`src/rtl/tlp_pkg.sv`:
```
/*
  Constants for the two-level interrupt prioritizer: register indices,
  bit positions, vectors, cause codes and service levels.
  Assumes a 32-bit classic Wishbone slave; byte address = 4 * index.

*/
package tlp_pkg;
  // Register indices
  localparam logic [7:0] TLP_IDX_EXT_FLAGS = 8'h91;
  localparam logic [7:0] TLP_IDX_ENABLE    = 8'hA8;
  localparam logic [7:0] TLP_IDX_LEVEL     = 8'hB8;
  localparam logic [7:0] TLP_IDX_EXT2_CTL  = 8'hD8;
  localparam logic [7:0] TLP_IDX_CAUSE     = 8'hE4;
  localparam logic [7:0] TLP_IDX_EXT_EN    = 8'hE8;
  localparam logic [7:0] TLP_IDX_EXT_LVL   = 8'hF8;

  localparam logic [7:0] TLP_REG_RESET = 8'h00;

  // Bits read as one
  localparam logic [7:0] TLP_RO1_EXT_FLAGS = 8'h08;
  localparam logic [7:0] TLP_RO1_LEVEL     = 8'h80;
  localparam logic [7:0] TLP_RO1_EXT2_CTL  = 8'h40;
  localparam logic [7:0] TLP_RO1_EXT_EN    = 8'hE0;

  // Field positions
  localparam int TLP_B_GLOBAL    = 7;
  localparam int TLP_B_PERIPH_F  = 1;
  localparam int TLP_B_TMR0_F    = 5;
  localparam int TLP_B_EXT1_F    = 3;
  localparam int TLP_B_TMR1_F    = 7;
  localparam int TLP_B_SER_RX    = 0;
  localparam int TLP_B_SER_TX    = 1;
  localparam int TLP_B_TMR2_OVF  = 7;
  localparam int TLP_B_TMR2_EXT  = 6;
  localparam int TLP_B_ADC_F     = 4;
  localparam int TLP_B_EXT0_F    = 5;
  localparam int TLP_B_EXT2_F    = 3;
  localparam int TLP_B_BAUD_DBL  = 7;
  localparam int TLP_B_ADC_EN    = 0;
  localparam int TLP_B_EXT0_EN   = 1;
  localparam int TLP_B_EXT2_EN   = 4;

  // Natural order index of each source
  localparam int TLP_N_SRC = 10;
  localparam int TLP_S_PERIPH = 0;
  localparam int TLP_S_TMR0   = 1;
  localparam int TLP_S_EXT1   = 2;
  localparam int TLP_S_TMR1   = 3;
  localparam int TLP_S_SER0   = 4;
  localparam int TLP_S_TMR2   = 5;
  localparam int TLP_S_SER1   = 6;
  localparam int TLP_S_ADC    = 7;
  localparam int TLP_S_EXT0   = 8;
  localparam int TLP_S_EXT2   = 9;

  localparam logic [7:0] TLP_VEC_TAB [0:9] = '{8'h03, 8'h0B, 8'h13, 8'h1B, 8'h23,
                                               8'h2B, 8'h3B, 8'h43, 8'h4B, 8'h63};

  // Peripheral cause codes
  localparam logic [7:0] TLP_CAUSE_OVERRUN = 8'h01;
  localparam logic [7:0] TLP_CAUSE_TXEMPTY = 8'h03;
  localparam logic [7:0] TLP_CAUSE_RXAVAIL = 8'h05;
  localparam logic [7:0] TLP_CAUSE_NONE    = 8'h00;

  typedef enum logic [1:0] {
    TLP_LVL_NONE,
    TLP_LVL_LOW,
    TLP_LVL_HIGH,
    TLP_LVL_PFAIL
  } tlp_level_t;
endpackage

```
`src/rtl/tlp_irq_prio.sv`:
```
/*
  Two-level interrupt prioritizer with Wishbone register slave.
  Assumes the core pulses instr_done_i at each instruction end, with
  instr_is_return_from_isr_i marking a return, and jumps on take_vector_o.
*/
`timescale 1ns/1ps
`default_nettype none
module tlp_irq_prio
  import tlp_pkg::*;
#(
  parameter logic [7:0] PFAIL_VECTOR = 8'h33  // Arbitrary value
) (
  input  wire logic        clk_i,
  input  wire logic        rst_i,
  input  wire logic        wb_cyc_i,
  input  wire logic        wb_stb_i,
  input  wire logic        wb_we_i,
  input  wire logic [9:0]  wb_adr_i,
  input  wire logic [3:0]  wb_sel_i,
  input  wire logic [31:0] wb_dat_i,
  output logic      [31:0] wb_dat_o,
  output logic             wb_ack_o,
  input  wire logic [7:0]  timer_control_reg_i,
  input  wire logic [7:0]  serial0_control_reg_i,
  input  wire logic [7:0]  serial1_control_reg_i,
  input  wire logic [7:0]  timer2_control_reg_i,
  input  wire logic        adc_event_i,
  input  wire logic        ext0_request_n_i,
  input  wire logic        ext2_request_i,
  input  wire logic        power_fail_i,
  input  wire logic        spi_rx_overrun_i,
  input  wire logic        spi_tx_empty_i,
  input  wire logic        spi_rx_avail_i,
  input  wire logic        instr_done_i,
  input  wire logic        instr_is_return_from_isr_i,
  output logic             take_vector_o,
  output logic      [7:0]  vector_o,
  output logic      [1:0]  active_level_o,
  output logic             serial1_baud_double_o
);

  logic [7:0] irq_enable_mask_ff;
  logic [7:0] irq_level_select_ff;
  logic [7:0] extended_enable_mask_ff;
  logic [7:0] extended_level_select_ff;
  logic       adc_flag_ff;
  logic       ext0_flag_ff;
  logic       ext2_flag_ff;
  logic       baud_dbl_ff;
  logic [7:0] pending_cause_ff;
  logic       adc_prev_ff;
  logic       ext0_prev_ff;
  logic       ext2_prev_ff;
  logic       isr_low_ff;
  logic       isr_high_ff;
  logic       isr_pfail_ff;
  logic       mask_wr_seen_ff;
  tlp_level_t level_ff;
  logic       ack_ff;
  logic [31:0] rd_ff;
  logic       take_ff;
  logic [7:0] vector_ff;

  logic       bus_req;
  logic       wr_commit;
  logic [7:0] reg_idx;
  logic       wr_lane0;
  logic       mask_wr;
  logic [7:0] nxt_rd;
  logic [9:0] src_req;
  logic [9:0] src_en;
  logic [9:0] src_lvl;
  logic [9:0] gated;
  logic [3:0] win_idx;
  logic       win_valid;
  tlp_level_t win_lvl;
  tlp_level_t cur_lvl;
  logic [7:0] win_vec;
  logic       take_now;
  logic       hold_now;
  logic       nxt_isr_low;
  logic       nxt_isr_high;
  logic       nxt_isr_pfail;
  tlp_level_t nxt_level;

  // Lowest index set, 4'hF when none
  function automatic logic [3:0] first_set(input logic [9:0] v);
    logic [3:0] r;
    r = 4'hF;
    for (int i = TLP_N_SRC - 1; i >= 0; i--) begin
      if (v[i]) begin
        r = 4'(i);
      end
    end
    return r;
  endfunction

  // Read one register byte with forced-one reserved bits
  function automatic logic [7:0] rd_byte(input logic [7:0] idx, input logic [7:0] en,
                                         input logic [7:0] lvl, input logic [7:0] een,
                                         input logic [7:0] elvl, input logic [7:0] flg,
                                         input logic [7:0] e2c, input logic [7:0] cause);
    logic [7:0] r;
    r = 8'h00;
    case (idx)
      TLP_IDX_EXT_FLAGS: r = flg | TLP_RO1_EXT_FLAGS;
      TLP_IDX_ENABLE:    r = en;
      TLP_IDX_LEVEL:     r = lvl | TLP_RO1_LEVEL;
      TLP_IDX_EXT2_CTL:  r = e2c | TLP_RO1_EXT2_CTL;
      TLP_IDX_CAUSE:     r = cause;
      TLP_IDX_EXT_EN:    r = een | TLP_RO1_EXT_EN;
      TLP_IDX_EXT_LVL:   r = elvl;
      default:           r = 8'h00;
    endcase
    return r;
  endfunction

  // Level encoded by a set of in-service markers
  function automatic tlp_level_t level_of(input logic pf, input logic hi, input logic lo);
    tlp_level_t r;
    if (pf) begin
      r = TLP_LVL_PFAIL;
    end else if (hi) begin
      r = TLP_LVL_HIGH;
    end else if (lo) begin
      r = TLP_LVL_LOW;
    end else begin
      r = TLP_LVL_NONE;
    end
    return r;
  endfunction

  // Bus decode; a write lands on the edge where the master sees ack
  always_comb begin
    bus_req   = wb_cyc_i & wb_stb_i;
    reg_idx   = wb_adr_i[9:2];
    wr_commit = bus_req & wb_we_i & ack_ff;
    wr_lane0  = wr_commit & wb_sel_i[0];
    mask_wr   = wr_lane0 & ((reg_idx == TLP_IDX_ENABLE) | (reg_idx == TLP_IDX_LEVEL) |
                            (reg_idx == TLP_IDX_EXT_EN) | (reg_idx == TLP_IDX_EXT_LVL));
    nxt_rd    = rd_byte(reg_idx, irq_enable_mask_ff, irq_level_select_ff,
                        extended_enable_mask_ff, extended_level_select_ff,
                        {2'b00, ext0_flag_ff, adc_flag_ff, 4'h0},
                        {baud_dbl_ff, 3'b000, ext2_flag_ff, 3'b000}, pending_cause_ff);
  end

  always_ff @(posedge clk_i) begin
    if (rst_i) begin
      ack_ff <= 1'b0;
      rd_ff  <= 32'h0000_0000;
    end else begin
      ack_ff <= bus_req & ~ack_ff;
      if (bus_req & ~ack_ff) begin
        rd_ff <= {24'h00_0000, nxt_rd};
      end
    end
  end

  // Software-owned masks and levels
  always_ff @(posedge clk_i) begin
    if (rst_i) begin
      irq_enable_mask_ff       <= TLP_REG_RESET;
      irq_level_select_ff      <= TLP_REG_RESET;
      extended_enable_mask_ff  <= TLP_REG_RESET;
      extended_level_select_ff <= TLP_REG_RESET;
      baud_dbl_ff              <= 1'b0;
    end else if (wr_lane0) begin
      case (reg_idx)
        TLP_IDX_ENABLE:   irq_enable_mask_ff       <= wb_dat_i[7:0];
        TLP_IDX_LEVEL:    irq_level_select_ff      <= {1'b0, wb_dat_i[6:0]};
        TLP_IDX_EXT_EN:   extended_enable_mask_ff  <= {3'b000, wb_dat_i[4], 2'b00, wb_dat_i[1:0]};
        TLP_IDX_EXT_LVL:  extended_level_select_ff <= {3'b000, wb_dat_i[4], 2'b00, wb_dat_i[1:0]};
        TLP_IDX_EXT2_CTL: baud_dbl_ff              <= wb_dat_i[TLP_B_BAUD_DBL];
        default:          baud_dbl_ff              <= baud_dbl_ff;
      endcase
    end
  end

  // Edge history for extended sources
  always_ff @(posedge clk_i) begin
    if (rst_i) begin
      adc_prev_ff  <= 1'b0;
      ext0_prev_ff <= 1'b1;
      ext2_prev_ff <= 1'b0;
    end else begin
      adc_prev_ff  <= adc_event_i;
      ext0_prev_ff <= ext0_request_n_i;
      ext2_prev_ff <= ext2_request_i;
    end
  end

  // Extended flags: hardware edge sets win over software clears
  always_ff @(posedge clk_i) begin
    if (rst_i) begin
      adc_flag_ff  <= 1'b0;
      ext0_flag_ff <= 1'b0;
      ext2_flag_ff <= 1'b0;
    end else begin
      if (adc_event_i & ~adc_prev_ff) begin
        adc_flag_ff <= 1'b1;
      end else if (wr_lane0 && reg_idx == TLP_IDX_EXT_FLAGS) begin
        adc_flag_ff <= wb_dat_i[TLP_B_ADC_F];
      end
      if (~ext0_request_n_i & ext0_prev_ff) begin
        ext0_flag_ff <= 1'b1;
      end else if (wr_lane0 && reg_idx == TLP_IDX_EXT_FLAGS) begin
        ext0_flag_ff <= wb_dat_i[TLP_B_EXT0_F];
      end
      if (ext2_request_i & ~ext2_prev_ff) begin
        ext2_flag_ff <= 1'b1;
      end else if (wr_lane0 && reg_idx == TLP_IDX_EXT2_CTL) begin
        ext2_flag_ff <= wb_dat_i[TLP_B_EXT2_F];
      end
    end
  end

  // Highest pending peripheral cause
  always_ff @(posedge clk_i) begin
    if (rst_i) begin
      pending_cause_ff <= TLP_CAUSE_NONE;
    end else if (spi_rx_overrun_i) begin
      pending_cause_ff <= TLP_CAUSE_OVERRUN;
    end else if (spi_tx_empty_i) begin
      pending_cause_ff <= TLP_CAUSE_TXEMPTY;
    end else if (spi_rx_avail_i) begin
      pending_cause_ff <= TLP_CAUSE_RXAVAIL;
    end else begin
      pending_cause_ff <= TLP_CAUSE_NONE;
    end
  end

  // Source table in natural order
  always_comb begin
    src_req = '0;
    src_req[TLP_S_PERIPH] = timer_control_reg_i[TLP_B_PERIPH_F];
    src_req[TLP_S_TMR0]   = timer_control_reg_i[TLP_B_TMR0_F];
    src_req[TLP_S_EXT1]   = timer_control_reg_i[TLP_B_EXT1_F];
    src_req[TLP_S_TMR1]   = timer_control_reg_i[TLP_B_TMR1_F];
    src_req[TLP_S_SER0]   = serial0_control_reg_i[TLP_B_SER_RX] | serial0_control_reg_i[TLP_B_SER_TX];
    src_req[TLP_S_TMR2]   = timer2_control_reg_i[TLP_B_TMR2_OVF] | timer2_control_reg_i[TLP_B_TMR2_EXT];
    src_req[TLP_S_SER1]   = serial1_control_reg_i[TLP_B_SER_RX] | serial1_control_reg_i[TLP_B_SER_TX];
    src_req[TLP_S_ADC]    = adc_flag_ff;
    src_req[TLP_S_EXT0]   = ext0_flag_ff;
    src_req[TLP_S_EXT2]   = ext2_flag_ff;
    src_en  = {extended_enable_mask_ff[TLP_B_EXT2_EN], extended_enable_mask_ff[TLP_B_EXT0_EN],
               extended_enable_mask_ff[TLP_B_ADC_EN], irq_enable_mask_ff[6:0]};
    src_lvl = {extended_level_select_ff[TLP_B_EXT2_EN], extended_level_select_ff[TLP_B_EXT0_EN],
               extended_level_select_ff[TLP_B_ADC_EN], irq_level_select_ff[6:0]};
    gated   = src_req & src_en & {TLP_N_SRC{irq_enable_mask_ff[TLP_B_GLOBAL]}};
  end

  // Winner: power-fail, then high level, then low; index breaks ties
  always_comb begin
    win_valid = 1'b0;
    win_idx   = 4'hF;
    win_lvl   = TLP_LVL_NONE;
    win_vec   = 8'h00;
    if (power_fail_i) begin
      win_valid = 1'b1;
      win_lvl   = TLP_LVL_PFAIL;
      win_vec   = PFAIL_VECTOR;
    end else if (|(gated & src_lvl)) begin
      win_idx   = first_set(gated & src_lvl);
      win_valid = 1'b1;
      win_lvl   = TLP_LVL_HIGH;
    end else if (|gated) begin
      win_idx   = first_set(gated);
      win_valid = 1'b1;
      win_lvl   = TLP_LVL_LOW;
    end
    if (win_idx < 4'(TLP_N_SRC)) begin
      win_vec = TLP_VEC_TAB[win_idx];
    end
  end

  // Level of the routine in progress
  always_comb begin
    cur_lvl  = level_of(isr_pfail_ff, isr_high_ff, isr_low_ff);
    // A return or a mask/level write ends with no entry; the next boundary may enter
    hold_now = instr_is_return_from_isr_i | mask_wr_seen_ff | mask_wr;
    take_now = instr_done_i & ~hold_now & win_valid & (win_lvl > cur_lvl);
  end

  // Mask/level write committed during the instruction in progress
  always_ff @(posedge clk_i) begin
    if (rst_i) begin
      mask_wr_seen_ff <= 1'b0;
    end else if (instr_done_i) begin
      mask_wr_seen_ff <= 1'b0;
    end else if (mask_wr) begin
      mask_wr_seen_ff <= 1'b1;
    end
  end

  // In-service markers: set on entry, highest cleared on return
  always_comb begin
    nxt_isr_low   = isr_low_ff;
    nxt_isr_high  = isr_high_ff;
    nxt_isr_pfail = isr_pfail_ff;
    if (take_now) begin
      case (win_lvl)
        TLP_LVL_LOW:   nxt_isr_low   = 1'b1;
        TLP_LVL_HIGH:  nxt_isr_high  = 1'b1;
        TLP_LVL_PFAIL: nxt_isr_pfail = 1'b1;
        default:       nxt_isr_low   = isr_low_ff;
      endcase
    end else if (instr_done_i & instr_is_return_from_isr_i) begin
      if (isr_pfail_ff) begin
        nxt_isr_pfail = 1'b0;
      end else if (isr_high_ff) begin
        nxt_isr_high = 1'b0;
      end else begin
        nxt_isr_low = 1'b0;
      end
    end
    nxt_level = level_of(nxt_isr_pfail, nxt_isr_high, nxt_isr_low);
  end

  always_ff @(posedge clk_i) begin
    if (rst_i) begin
      isr_low_ff   <= 1'b0;
      isr_high_ff  <= 1'b0;
      isr_pfail_ff <= 1'b0;
    end else begin
      isr_low_ff   <= nxt_isr_low;
      isr_high_ff  <= nxt_isr_high;
      isr_pfail_ff <= nxt_isr_pfail;
    end
  end

  // Reported level in its own flop so the port is registered
  always_ff @(posedge clk_i) begin
    if (rst_i) begin
      level_ff <= TLP_LVL_NONE;
    end else begin
      level_ff <= nxt_level;
    end
  end

  // Redirect pulse to the core
  always_ff @(posedge clk_i) begin
    if (rst_i) begin
      take_ff   <= 1'b0;
      vector_ff <= 8'h00;
    end else begin
      take_ff <= take_now;
      if (take_now) begin
        vector_ff <= win_vec;
      end
    end
  end

  assign wb_ack_o              = ack_ff;
  assign wb_dat_o              = rd_ff;
  assign take_vector_o         = take_ff;
  assign vector_o              = vector_ff;
  assign active_level_o        = level_ff;
  assign serial1_baud_double_o = baud_dbl_ff;

endmodule
`default_nettype wire

```
`config.mk`:
```
export PLATFORM = sky130hd
export DESIGN_NAME = tlp_irq_prio
export DESIGN_NICKNAME = d
export VERILOG_FILES = /design/src/rtl/tlp_pkg.sv /design/src/rtl/tlp_irq_prio.sv
export SDC_FILE = /design/constraint.sdc
export NUM_CORES = 1
export LEC_CHECK = 0
export BUFFER_PORTS_ARGS = -buffer_cell sky130_fd_sc_hd__clkbuf_2
export CAP_MARGIN = 20
export CELL_PAD_IN_SITES_DETAIL_PLACEMENT = 0
export CELL_PAD_IN_SITES_GLOBAL_PLACEMENT = 1
export CORE_ASPECT_RATIO = 0.8
export CORE_MARGIN = 2
export CORE_UTILIZATION = 30
export DETAILED_ROUTE_END_ITERATION = 8
export GPL_TIMING_DRIVEN = 0
export PLACE_DENSITY = 0.86
export REMOVE_ABC_BUFFERS = 1
export SLEW_MARGIN = 20
export SYNTH_ARGS = -nofsm -noshare
export SYNTH_HDL_FRONTEND = slang
export SYNTH_SLANG_ARGS = --single-unit
```
`constraint.sdc`:
```
create_clock -name clk_i -period 5 [get_ports clk_i]
set_clock_uncertainty 0.2 [all_clocks]
set_input_delay 0.5 -clock clk_i [delete_from_list [all_inputs] [get_ports clk_i]]
set_output_delay 0.5 -clock clk_i [all_outputs]
set_load 0.02 [all_outputs]
```
# [Word level (Yosys, flattened, before mapping)]
# Memories as Yosys holds them, arrays and structs flattened.
# Index checks and enable logic that the tools add are counted.
[totals] n_memories=1 word_cells=143 reg_bits=55 output_inout_bits=45 mem_bits_ro=128
[op_classes] reduce_logical=15 mux=61 n_lt_le_gt_ge=3 eq_ne=10 bitwise=30
[mem_list] name="(name not given)" words=16 width=8 rd=1 rd_ports_with_merged_regs=0 write_ports=0 line="tlp_irq_prio.sv:272" rtl="win_vec = TLP_VEC_TAB[win_idx];"
[ops] cell="2-to-1 mux 4 bit" count=21
[ops] cell="equality test 8 bit, second input constant" count=7
[ops] cell="case mux 8 bit (7 select lines)" count=1
[ops] cell="bitwise AND 10 bit" count=3
[ops] cell="2-to-1 mux 1 bit" count=25
[ops] cell="2-to-1 mux 8 bit" count=3
[ops] cell="OR reduction 10 bit" count=2
[ops] cell="2-to-1 mux 2 bit" count=7
[ops] cell="bitwise AND 1 bit" count=13
[ops] cell="AND reduction 2 bit" count=5
[ops] cell="2-to-1 mux 3 bit" count=3
[ops] cell="bitwise OR 1 bit" count=8
[ops] cell="2-to-1 mux 6 bit" count=1
[ops] cell="nonzero test 2 bit" count=3
[ops] cell="greater-or-equal comparator 5 bit, second input constant" count=1
[ops] cell="inverter 1 bit" count=5
[ops] cell="inverter 4 -> 5 bit" count=1
[ops] cell="equality test 2 bit, second input constant" count=2
[ops] cell="< comparator 4 bit, second input constant" count=1
[ops] cell="OR reduction 2 bit" count=2
[ops] cell="OR reduction 3 bit" count=1
[ops] cell="equality test 2 x 1 -> 1 bit, second input constant" count=1
[ops] cell="greater-than comparator 2 bit" count=1
[ops] cell="logical AND 1 bit" count=2

# [Longest topological paths before layout]
# Gate-level depths: netlist of run 1.
[logic_depth] depth_word=21 ltp_mapped=13 ltp_nobuf=11

# [Worst setup path after synthesis of run 1]
# No wires, ideal clock.
[synth_path] kind="input to register" start="in serial0_control_reg_i[1]" end="reg level_ff[0] (netlist: active_level_o[0])" path_slack_ps=1775 required_time_ps=4686 setup_time_ps=114 t_arrival_ps=2911 path_stages=10 path_buffers=0 path_cell_list="o2111ai_1 nand4b_4 o31ai_1 o41ai_1 ha_1 nand2_1 o2111ai_1 a2111o_1 o21a_1 a21o_1"
[synth_via] elab_chain_len=13
[synth_lines] item="start, declared" line="tlp_irq_prio.sv:24" rtl="input wire logic [7:0] serial0_control_reg_i,"
[synth_lines] item="bitwise OR 1 bit (*)" line="tlp_irq_prio.sv:239" rtl="src_req[TLP_S_SER0] = serial0_control_reg_i[TLP_B_SER_RX] | serial0_control_reg_i[TLP_B_SER_TX];"
[synth_lines] item="bitwise AND 10 bit (*) (2 in a row)" line="tlp_irq_prio.sv:249" rtl="gated = src_req & src_en & {TLP_N_SRC{irq_enable_mask_ff[TLP_B_GLOBAL]}};"
[synth_lines] item="OR reduction 10 bit / bitwise AND 10 bit (equally long branches)" line="tlp_irq_prio.sv:266, tlp_irq_prio.sv:262"
[synth_lines] item="2-to-1 mux 1 bit / OR reduction 10 bit (equally long branches)" line="tlp_irq_prio.sv:266, tlp_irq_prio.sv:262"
[synth_lines] item="2-to-1 mux 2 bit / 2-to-1 mux 1 bit (equally long branches)" line="tlp_irq_prio.sv:262" rtl="end else if (|(gated & src_lvl)) begin"
[synth_lines] item="2-to-1 mux 2 bit / 2-to-1 mux 1 bit (equally long branches)" line="tlp_irq_prio.sv:258" rtl="if (power_fail_i) begin"
[synth_lines] item="greater-than comparator 2 bit (tied with other cells)" line="tlp_irq_prio.sv:281" rtl="take_now = instr_done_i & ~hold_now & win_valid & (win_lvl > cur_lvl);"
[synth_lines] item="bitwise AND 1 bit / 2-to-1 mux 1 bit (equally long branches)" line="tlp_irq_prio.sv:281, tlp_irq_prio.sv:301"
[synth_lines] item="2-to-1 mux 1 bit" line="tlp_irq_prio.sv:300" rtl="if (take_now) begin"
[synth_lines] item="2-to-1 mux 1 bit" line="tlp_irq_prio.sv:125" rtl="end else if (lo) begin"
[synth_lines] item="2-to-1 mux 2 bit" line="tlp_irq_prio.sv:123" rtl="end else if (hi) begin"
[synth_lines] item="2-to-1 mux 2 bit (*)" line="tlp_irq_prio.sv:121" rtl="if (pf) begin"
[synth_lines] item="end signal, assigned" line="tlp_irq_prio.sv:336" rtl="level_ff <= nxt_level;"
[synth_lines] item="end, declared" line="tlp_irq_prio.sv:58" rtl="tlp_level_t level_ff;"
# Every way passes the cells marked *; elsewhere a longest branch is shown, timed or not.
# A chain may end at the register's enable or synchronous reset.

# [Worst setup path after layout of run 1]
[layout_path] start="reg irq_enable_mask_ff[7]" end="reg level_ff[0] (netlist: active_level_o[0])"
[layout_via] elab_chain_len=11
[layout_lines] item="start, declared" line="tlp_irq_prio.sv:42" rtl="logic [7:0] irq_enable_mask_ff;"
[layout_lines] item="start signal, assigned" line="tlp_irq_prio.sv:169" rtl="TLP_IDX_ENABLE: irq_enable_mask_ff <= wb_dat_i[7:0];"
[layout_lines] item="bitwise AND 10 bit (*)" line="tlp_irq_prio.sv:249"
[layout_lines] item="OR reduction 10 bit / bitwise AND 10 bit (equally long branches)" line="tlp_irq_prio.sv:266, tlp_irq_prio.sv:262"
[layout_lines] item="2-to-1 mux 1 bit / OR reduction 10 bit (equally long branches)" line="tlp_irq_prio.sv:266, tlp_irq_prio.sv:262"
[layout_lines] item="2-to-1 mux 2 bit / 2-to-1 mux 1 bit (equally long branches)" line="tlp_irq_prio.sv:262"
[layout_lines] item="2-to-1 mux 2 bit / 2-to-1 mux 1 bit (equally long branches)" line="tlp_irq_prio.sv:258"
[layout_lines] item="greater-than comparator 2 bit (tied with other cells)" line="tlp_irq_prio.sv:281"
[layout_lines] item="bitwise AND 1 bit / 2-to-1 mux 1 bit (equally long branches)" line="tlp_irq_prio.sv:281, tlp_irq_prio.sv:301"
[layout_lines] item="2-to-1 mux 1 bit" line="tlp_irq_prio.sv:300"
[layout_lines] item="2-to-1 mux 1 bit" line="tlp_irq_prio.sv:125"
[layout_lines] item="2-to-1 mux 2 bit" line="tlp_irq_prio.sv:123"
[layout_lines] item="2-to-1 mux 2 bit (*)" line="tlp_irq_prio.sv:121"
# Marks and branches as above.

==> results of run 1 <==
## worst register-to-register path: stages, from the launching register on
cell	delay [ps]
dfxtp_1	540
and4_4	350
nand4b_4	190
o31ai_1	610
o41ai_1	190
ha_1	330
nand2_1	60
o2111ai_1	200
a2111o_1	510
o21a_1	250
a21o_1	180
## Yosys cell counts, drive strengths merged (2+ instances only)
master and instances:
a31oi 4, nand3b 2, and4 2, ha 4, a22oi 12, a2111oi 2, o21bai 3, nand3 8
o21a 4, nor2 48, o31ai 3, o2111ai 5, a21o 2, a41oi 3, nand4 8, nand2 30
o21ai 11, nor3b 2, a21oi 14, nand2b 5, o211ai 6, or2 3, nor4b 2, and2 2
nor2b 4, nand4b 2, clkbuf 11, dfxtp 52, and3 4, nor3 6, buf 30, inv 7
mux2i 29
## sequential cells by signal, indices dropped and copies added (netlist names)
signal                    count
active_level_o                2
wb_dat_o                      8
ext0_prev_ff                  1
ext2_flag_ff                  1
extended_level_select_ff      3
vector_o                      5
wb_ack_o                      1
extended_enable_mask_ff       3
isr_pfail_ff                  1
isr_high_ff                   1
serial1_baud_double_o         1
ext0_flag_ff                  1
take_vector_o                 1
isr_low_ff                    1
pending_cause_ff              3
irq_enable_mask_ff            8
irq_level_select_ff           7
mask_wr_seen_ff               1
ext2_prev_ff                  1
adc_flag_ff                   1
adc_prev_ff                   1
## per-layer routing
| layer | GRT usage | up-vias | share of wire |
|---|---|---|---|
| li1 | - | 1299 | - |
| met1 | 0.2041 | 1255 | 0.47 |
| met2 | 0.2352 | 81 | 0.46 |
| met3 | 0.01767 | 7 | 0.060 |
| met4 | 0.05321 | 0 | 0.016 |
| met5 | 0 | - | 0 |
## path summary, 6_finish.rpt
check / startpoint / end / cells after the start
hold / removal: spi_rx_overrun_i / pending_cause_ff[2] / 2
setup reg to reg: irq_enable_mask_ff[7] / active_level_o[0] / 10
setup / recovery: irq_enable_mask_ff[7] / active_level_o[0] / 10
hold reg to reg: ext0_prev_ff / ext0_flag_ff / 2
## layout make-up
cell class                      count  area, um2  share of cell area
Sequential cell                    52       1041              0.3095
Inverter                            7      26.28            0.007812
Timing Repair Buffer               59      295.3             0.08780
Clock buffer                        5      125.1             0.03720
Clock inverter                      3      25.02            0.007440
Tap cell                          119      148.9             0.04427
Multi-Input combinational cell    269       1702              0.5060
## per-stage QoR
stage / hold slack [ps] / cell area [um2]
2_1_floorplan: 224.6 / 2769
3_3_place_gp: 240.2 / 3213
3_5_place_dp: 246.4 / 3213
4_1_cts: 187.1 / 3363
5_1_grt: 200.6 / 3363
6_report: 195.9 / 3363
## cell families (layout without fill, tap and decap cells)
kind of cell,count (synthesis),count (layout)
AOI/OAI and AO/OA,78,78
adders and majority gates,4,4
buffers and inverters,48,74
DFF,52,52
muxes,29,29
other,1,26
and+or+nand+nor,132,132
## power groups by stage
stage | Combinational (uW) | Clock [uW] | Sequential [uW]
after floorplan | 36.5 | 0 | 437
after global placement | 77.1 | 0 | 435
after detailed placement | 78.9 | 0 | 435
after CTS | 79.2 | 367 | 425
after global routing | 88.0 | 383 | 426
final | 79.3 | 354 | 425
==> flow_metrics.tcl, run 1 <==
set metrics [dict create \
    status "finished, final reports clean" \
    ant_nets 0 \
    antenna_found_initial 0 \
    cts_root_buf "clkbuf_16" \
    cts.htree.levels 2 \
    ys_top_cells_by_area "dfxtp_1 (35%), mux2i_1 (9.9%), buf_4 (6.9%)" \
    period_minus_slack_ps 3707 \
    place_congestion 0.8277 \
    mostFrequentLayoutCells "clkbuf_2 (58), dfxtp_1 (52), nor2_1 (48)" \
    area_growth_pct 14.19 \
    pwr-share-comb 0.092 \
    fp.dieArea_mm2 0.01063 \
    maxCapViolations 0 \
    max_stage_delay_ps 610 \
    diodes 0 \
    synth.distinct_cells 57 \
    leakage_uw 0.001413 \
    hpwl_um 5941 \
    fin_ws_ps 1293 \
    power_frac_seq 0.495 \
    io-pin-count 137 \
    vdd_drop_max_mv 0.1204 \
    fmax_ghz 0.2698 \
    synth_edf_count 0 \
    grt_usage 0.1472 \
    syn_area_mm2 0.002945 \
    yosysSeqAreaShare 0.3534 \
    cts_tree "built" \
    cts_buffers 5 \
    portBuffers 59 \
    pwr-share-clk 0.413 \
    dpl.cell_count 506 \
    synthMuxAreaShare 0.09856 \
    regToRegSetupSlack_ps 1290 \
    ctsResizeCount 0 \
    synth-compound-area-share 0.1975 \
    crit_path_top_delay_cell "o31ai_1" \
    synth-seq-cells 52 \
    synth_flop_cell "dfxtp_1" \
    fp.dieH_um 92.63 \
    synth.avg_cell_area_um2 8.562 \
    ys.warnings.count 0 \
    detailedPlace.worstSlack_ps 1147 \
    rows 32 \
    hold_viol_final 0 \
    crit_fanout 19 \
    drtIter0Drc 216 \
    stdcell_count 514 \
    synthAdderAreaFrac 0.01699 \
    synth_xor_area_frac 0 \
    synth.top_cell.area_share 0.3534 \
    async_reset_ff_frac 0 \
    startpoint_type "flip-flop" \
    cts_setup_buffers 0 \
    grt_max_degree 52 \
    slew_violations 0 \
    grt_pass1_vias 2488 \
    syn-instance-count 344 \
    crit_chain "and4_4, nand4b_4, o31ai_1, o41ai_1, ha_1, nand2_1, o2111ai_1, a2111o_1, o21a_1, a21o_1" \
    grt_pass1_wl_um 12390 \
    endpoint_kind "flip-flop" \
    dr.pass1.iters 5 \
    switching_share 0.2614 \
    rsz0062_at_grt "false" \
    p_switching_uw 224.5 \
    initial_core_util 0.3065 \
    maxSlewHeadroom 0.3667 \
    wl_per_cell_um 14.77 \
    hp-class "in -> reg" \
    tightest_slew_ps 949.9 \
    viasPerCell 5.140 \
    critPathRequiredTime_ps 4990 \
    period_share 0.7414 \
    coreArea_mm2 0.009609 \
    path_buf_inv 0 \
    totalPowerFinal_uw 858.9 \
    grt_overflow 0 \
    synth_top_family_by_area "simple AND/OR/NAND/NOR gates" \
    worstSetupPathType "reg -> reg" \
    clock_sinks 52 \
    critPathArrivalTime_ps 3700 \
    layout-drive-gt1-share 0.1975 \
    fin_nets 490 \
    vias 2642 \
    wl_um 7590 \
    ctsHoldBuffers 0 \
    cts_max_path_buffers 2 \
    final_common_cell "clkbuf_2" \
    die_w_um 114.8 \
    internal_power_uw 634.3 \
    setup-violations-final 0 \
    power_density_mw_per_mm2 255.4 \
    route.detailed.drc 0 \
    synthSimpleGateAreaFrac 0.2315 \
    fillers 1018 \
    path_clk_slew_ps 70 \
    final_core_util 0.3500 \
    insertion_delay_ps 300 \
    setup-tns-final_ps 0 \
    synth_top_area_cell "dfxtp_1" \
    cpLargestDelayFamily "compound AO/OA/AOI/OAI gates" \
]
(Power assumes the default switching activity.)
==> run 2, diff against run 1 <==
clock period = 3.62 ns   (was 5 ns; I/O delays follow)
==> flow_metrics.tcl, run 2 (synthesized netlist as in run 1, its figures left out) <==
set metrics [dict create \
    leakage_uw 0.001411 \
    worstReg2RegEnd "active_level_o[0]" \
    power_density_mw_per_mm2 352.4 \
    final_common_cell "clkbuf_2" \
    totalPowerFinal_uw 1187 \
    hp-class "in -> reg" \
    wl_um 7649 \
    cts_tree "built" \
    route.detailed.drc 0 \
    grt_overflow 0 \
    critPathArrivalTime_ps 3320 \
    grt_pass1_wl_um 12410 \
    hold_viol_final 0 \
    diodes 0 \
    dpl.cell_count 506 \
    initial_core_util 0.3065 \
    period_minus_slack_ps 3322 \
    worstSetupPathType "reg -> reg" \
    rows 32 \
    fp.dieArea_mm2 0.01063 \
    layout-drive-gt1-share 0.2025 \
    ant_nets 0 \
    area_growth_pct 14.40 \
    cts_root_buf "clkbuf_16" \
    grt_max_degree 52 \
    vdd_drop_max_mv 0.1665 \
    cts_setup_buffers 0 \
    startpoint_type "flip-flop" \
    setup-tns-final_ps 0 \
    setup-violations-final 0 \
    dr.pass1.iters 8 \
    die_w_um 114.8 \
    cp-startpoint "irq_enable_mask_ff[7]" \
    period_share 0.9177 \
    maxCapViolations 0 \
    mostFrequentLayoutCells "clkbuf_2 (58), dfxtp_1 (51), nor2_1 (48)" \
    clock_sinks 52 \
    place_congestion 0.8277 \
    vias 2676 \
    fin_nets 490 \
    insertion_delay_ps 300 \
    antenna_found_initial 0 \
    maxSlewHeadroom 0.3511 \
    wl_per_cell_um 14.88 \
    fillers 1018 \
    cts.htree.levels 2 \
    path_clk_slew_ps 70 \
    stdcell_count 514 \
    coreArea_mm2 0.009609 \
    cts_buffers 5 \
    endpoint_kind "flip-flop" \
    reg2reg_depth 10 \
    crit_end "active_level_o[0]" \
    viasPerCell 5.206 \
    drtIter0Drc 197 \
    cts_max_path_buffers 2 \
    tightest_slew_ps 973.3 \
    slew_violations 0 \
    grt_pass1_vias 2491 \
    ctsHoldBuffers 0 \
    crit_fanout 19 \
    hpwl_um 5941 \
    fp.dieH_um 92.63 \
    portBuffers 59 \
    io-pin-count 137 \
    regToRegSetupSlack_ps 300 \
    fmax_ghz 0.3010 \
    grt_usage 0.1475 \
    status "finished, final reports clean" \
    critPathRequiredTime_ps 3610 \
    r2r-start "irq_enable_mask_ff[7]" \
    rsz0062_at_grt "false" \
]
[run 2: final cells by class]
cell class              count  area, um2  area share
multi-input cells         269       1707      0.5065
inverters                   7      26.28    0.007798
flip-flops and latches     52       1042      0.3093
repair buffers             59      295.3     0.08763
well taps                 119      148.9     0.04419
clock inverters             3      25.02    0.007427
clock buffers               5      125.1     0.03713
[run 2: worst min-delay path by stage]
stage	startpoint	to	slack (ps)	depth (start not counted)
after CTS	spi_tx_empty_i	pending_cause_ff[2]	50	2
after floorplan	ext0_prev_ff	ext0_flag_ff	220	2
after global placement	ext0_prev_ff	ext0_flag_ff	240	2
after global routing	spi_tx_empty_i	pending_cause_ff[2]	60	2
after detailed placement	ext0_prev_ff	ext0_flag_ff	250	2
final	spi_rx_overrun_i	pending_cause_ff[2]	60	2
[run 2: power by group]
| part | internal, uW | leakage (uW) | switching (uW) |
|---|---|---|---|
| registers | 581 | 0.000422 | 6.64 |
| logic | 33.7 | 0.000918 | 76.1 |
| clock network | 262 | 0.0000708 | 229 |
[run 2: metal layers]
layer  part of all wire  vias up  GRT usage  routed length (um)
met5                  0        -          0                   0
met4              0.015        0    0.05321                 118
met3              0.075        8    0.01767                 575
met2               0.45       92     0.2357                3451
met1               0.46     1278     0.2045                3503
li1                   -     1298          -                   -
[run 2: through the flow]
stage               worst slack [ps]  hold WS [ps]  instance area, um2  utilization
finish                         297.9         58.90                3369       0.3507
floorplan                      493.1         224.6                2769            -
global route                   33.77         62.62                3369       0.3507
CTS                            103.3         49.11                3368       0.3505
detailed placement            -95.50         246.4                3213       0.3344
global placement              -103.1         240.2                3213       0.3344
[run 2: worst max-delay path, cell delays in order, from the launching register on]
cell and delay (ps):
dfxtp_2 450, and4_4 260, nand4b_4 190, o31ai_2 450
o41ai_1 160, ha_1 310, nand2_1 60, o2111ai_1 190
a2111o_1 510, o21a_1 240, a21o_1 180
[run 2: timing repair]
item | 4_1_cts | 5_1_grt
setup endpoints to repair | 7 | 9
pin swaps | 0 | 1
resized for setup | 1 | 1
endpoints found under the hold margin | 0 | 0
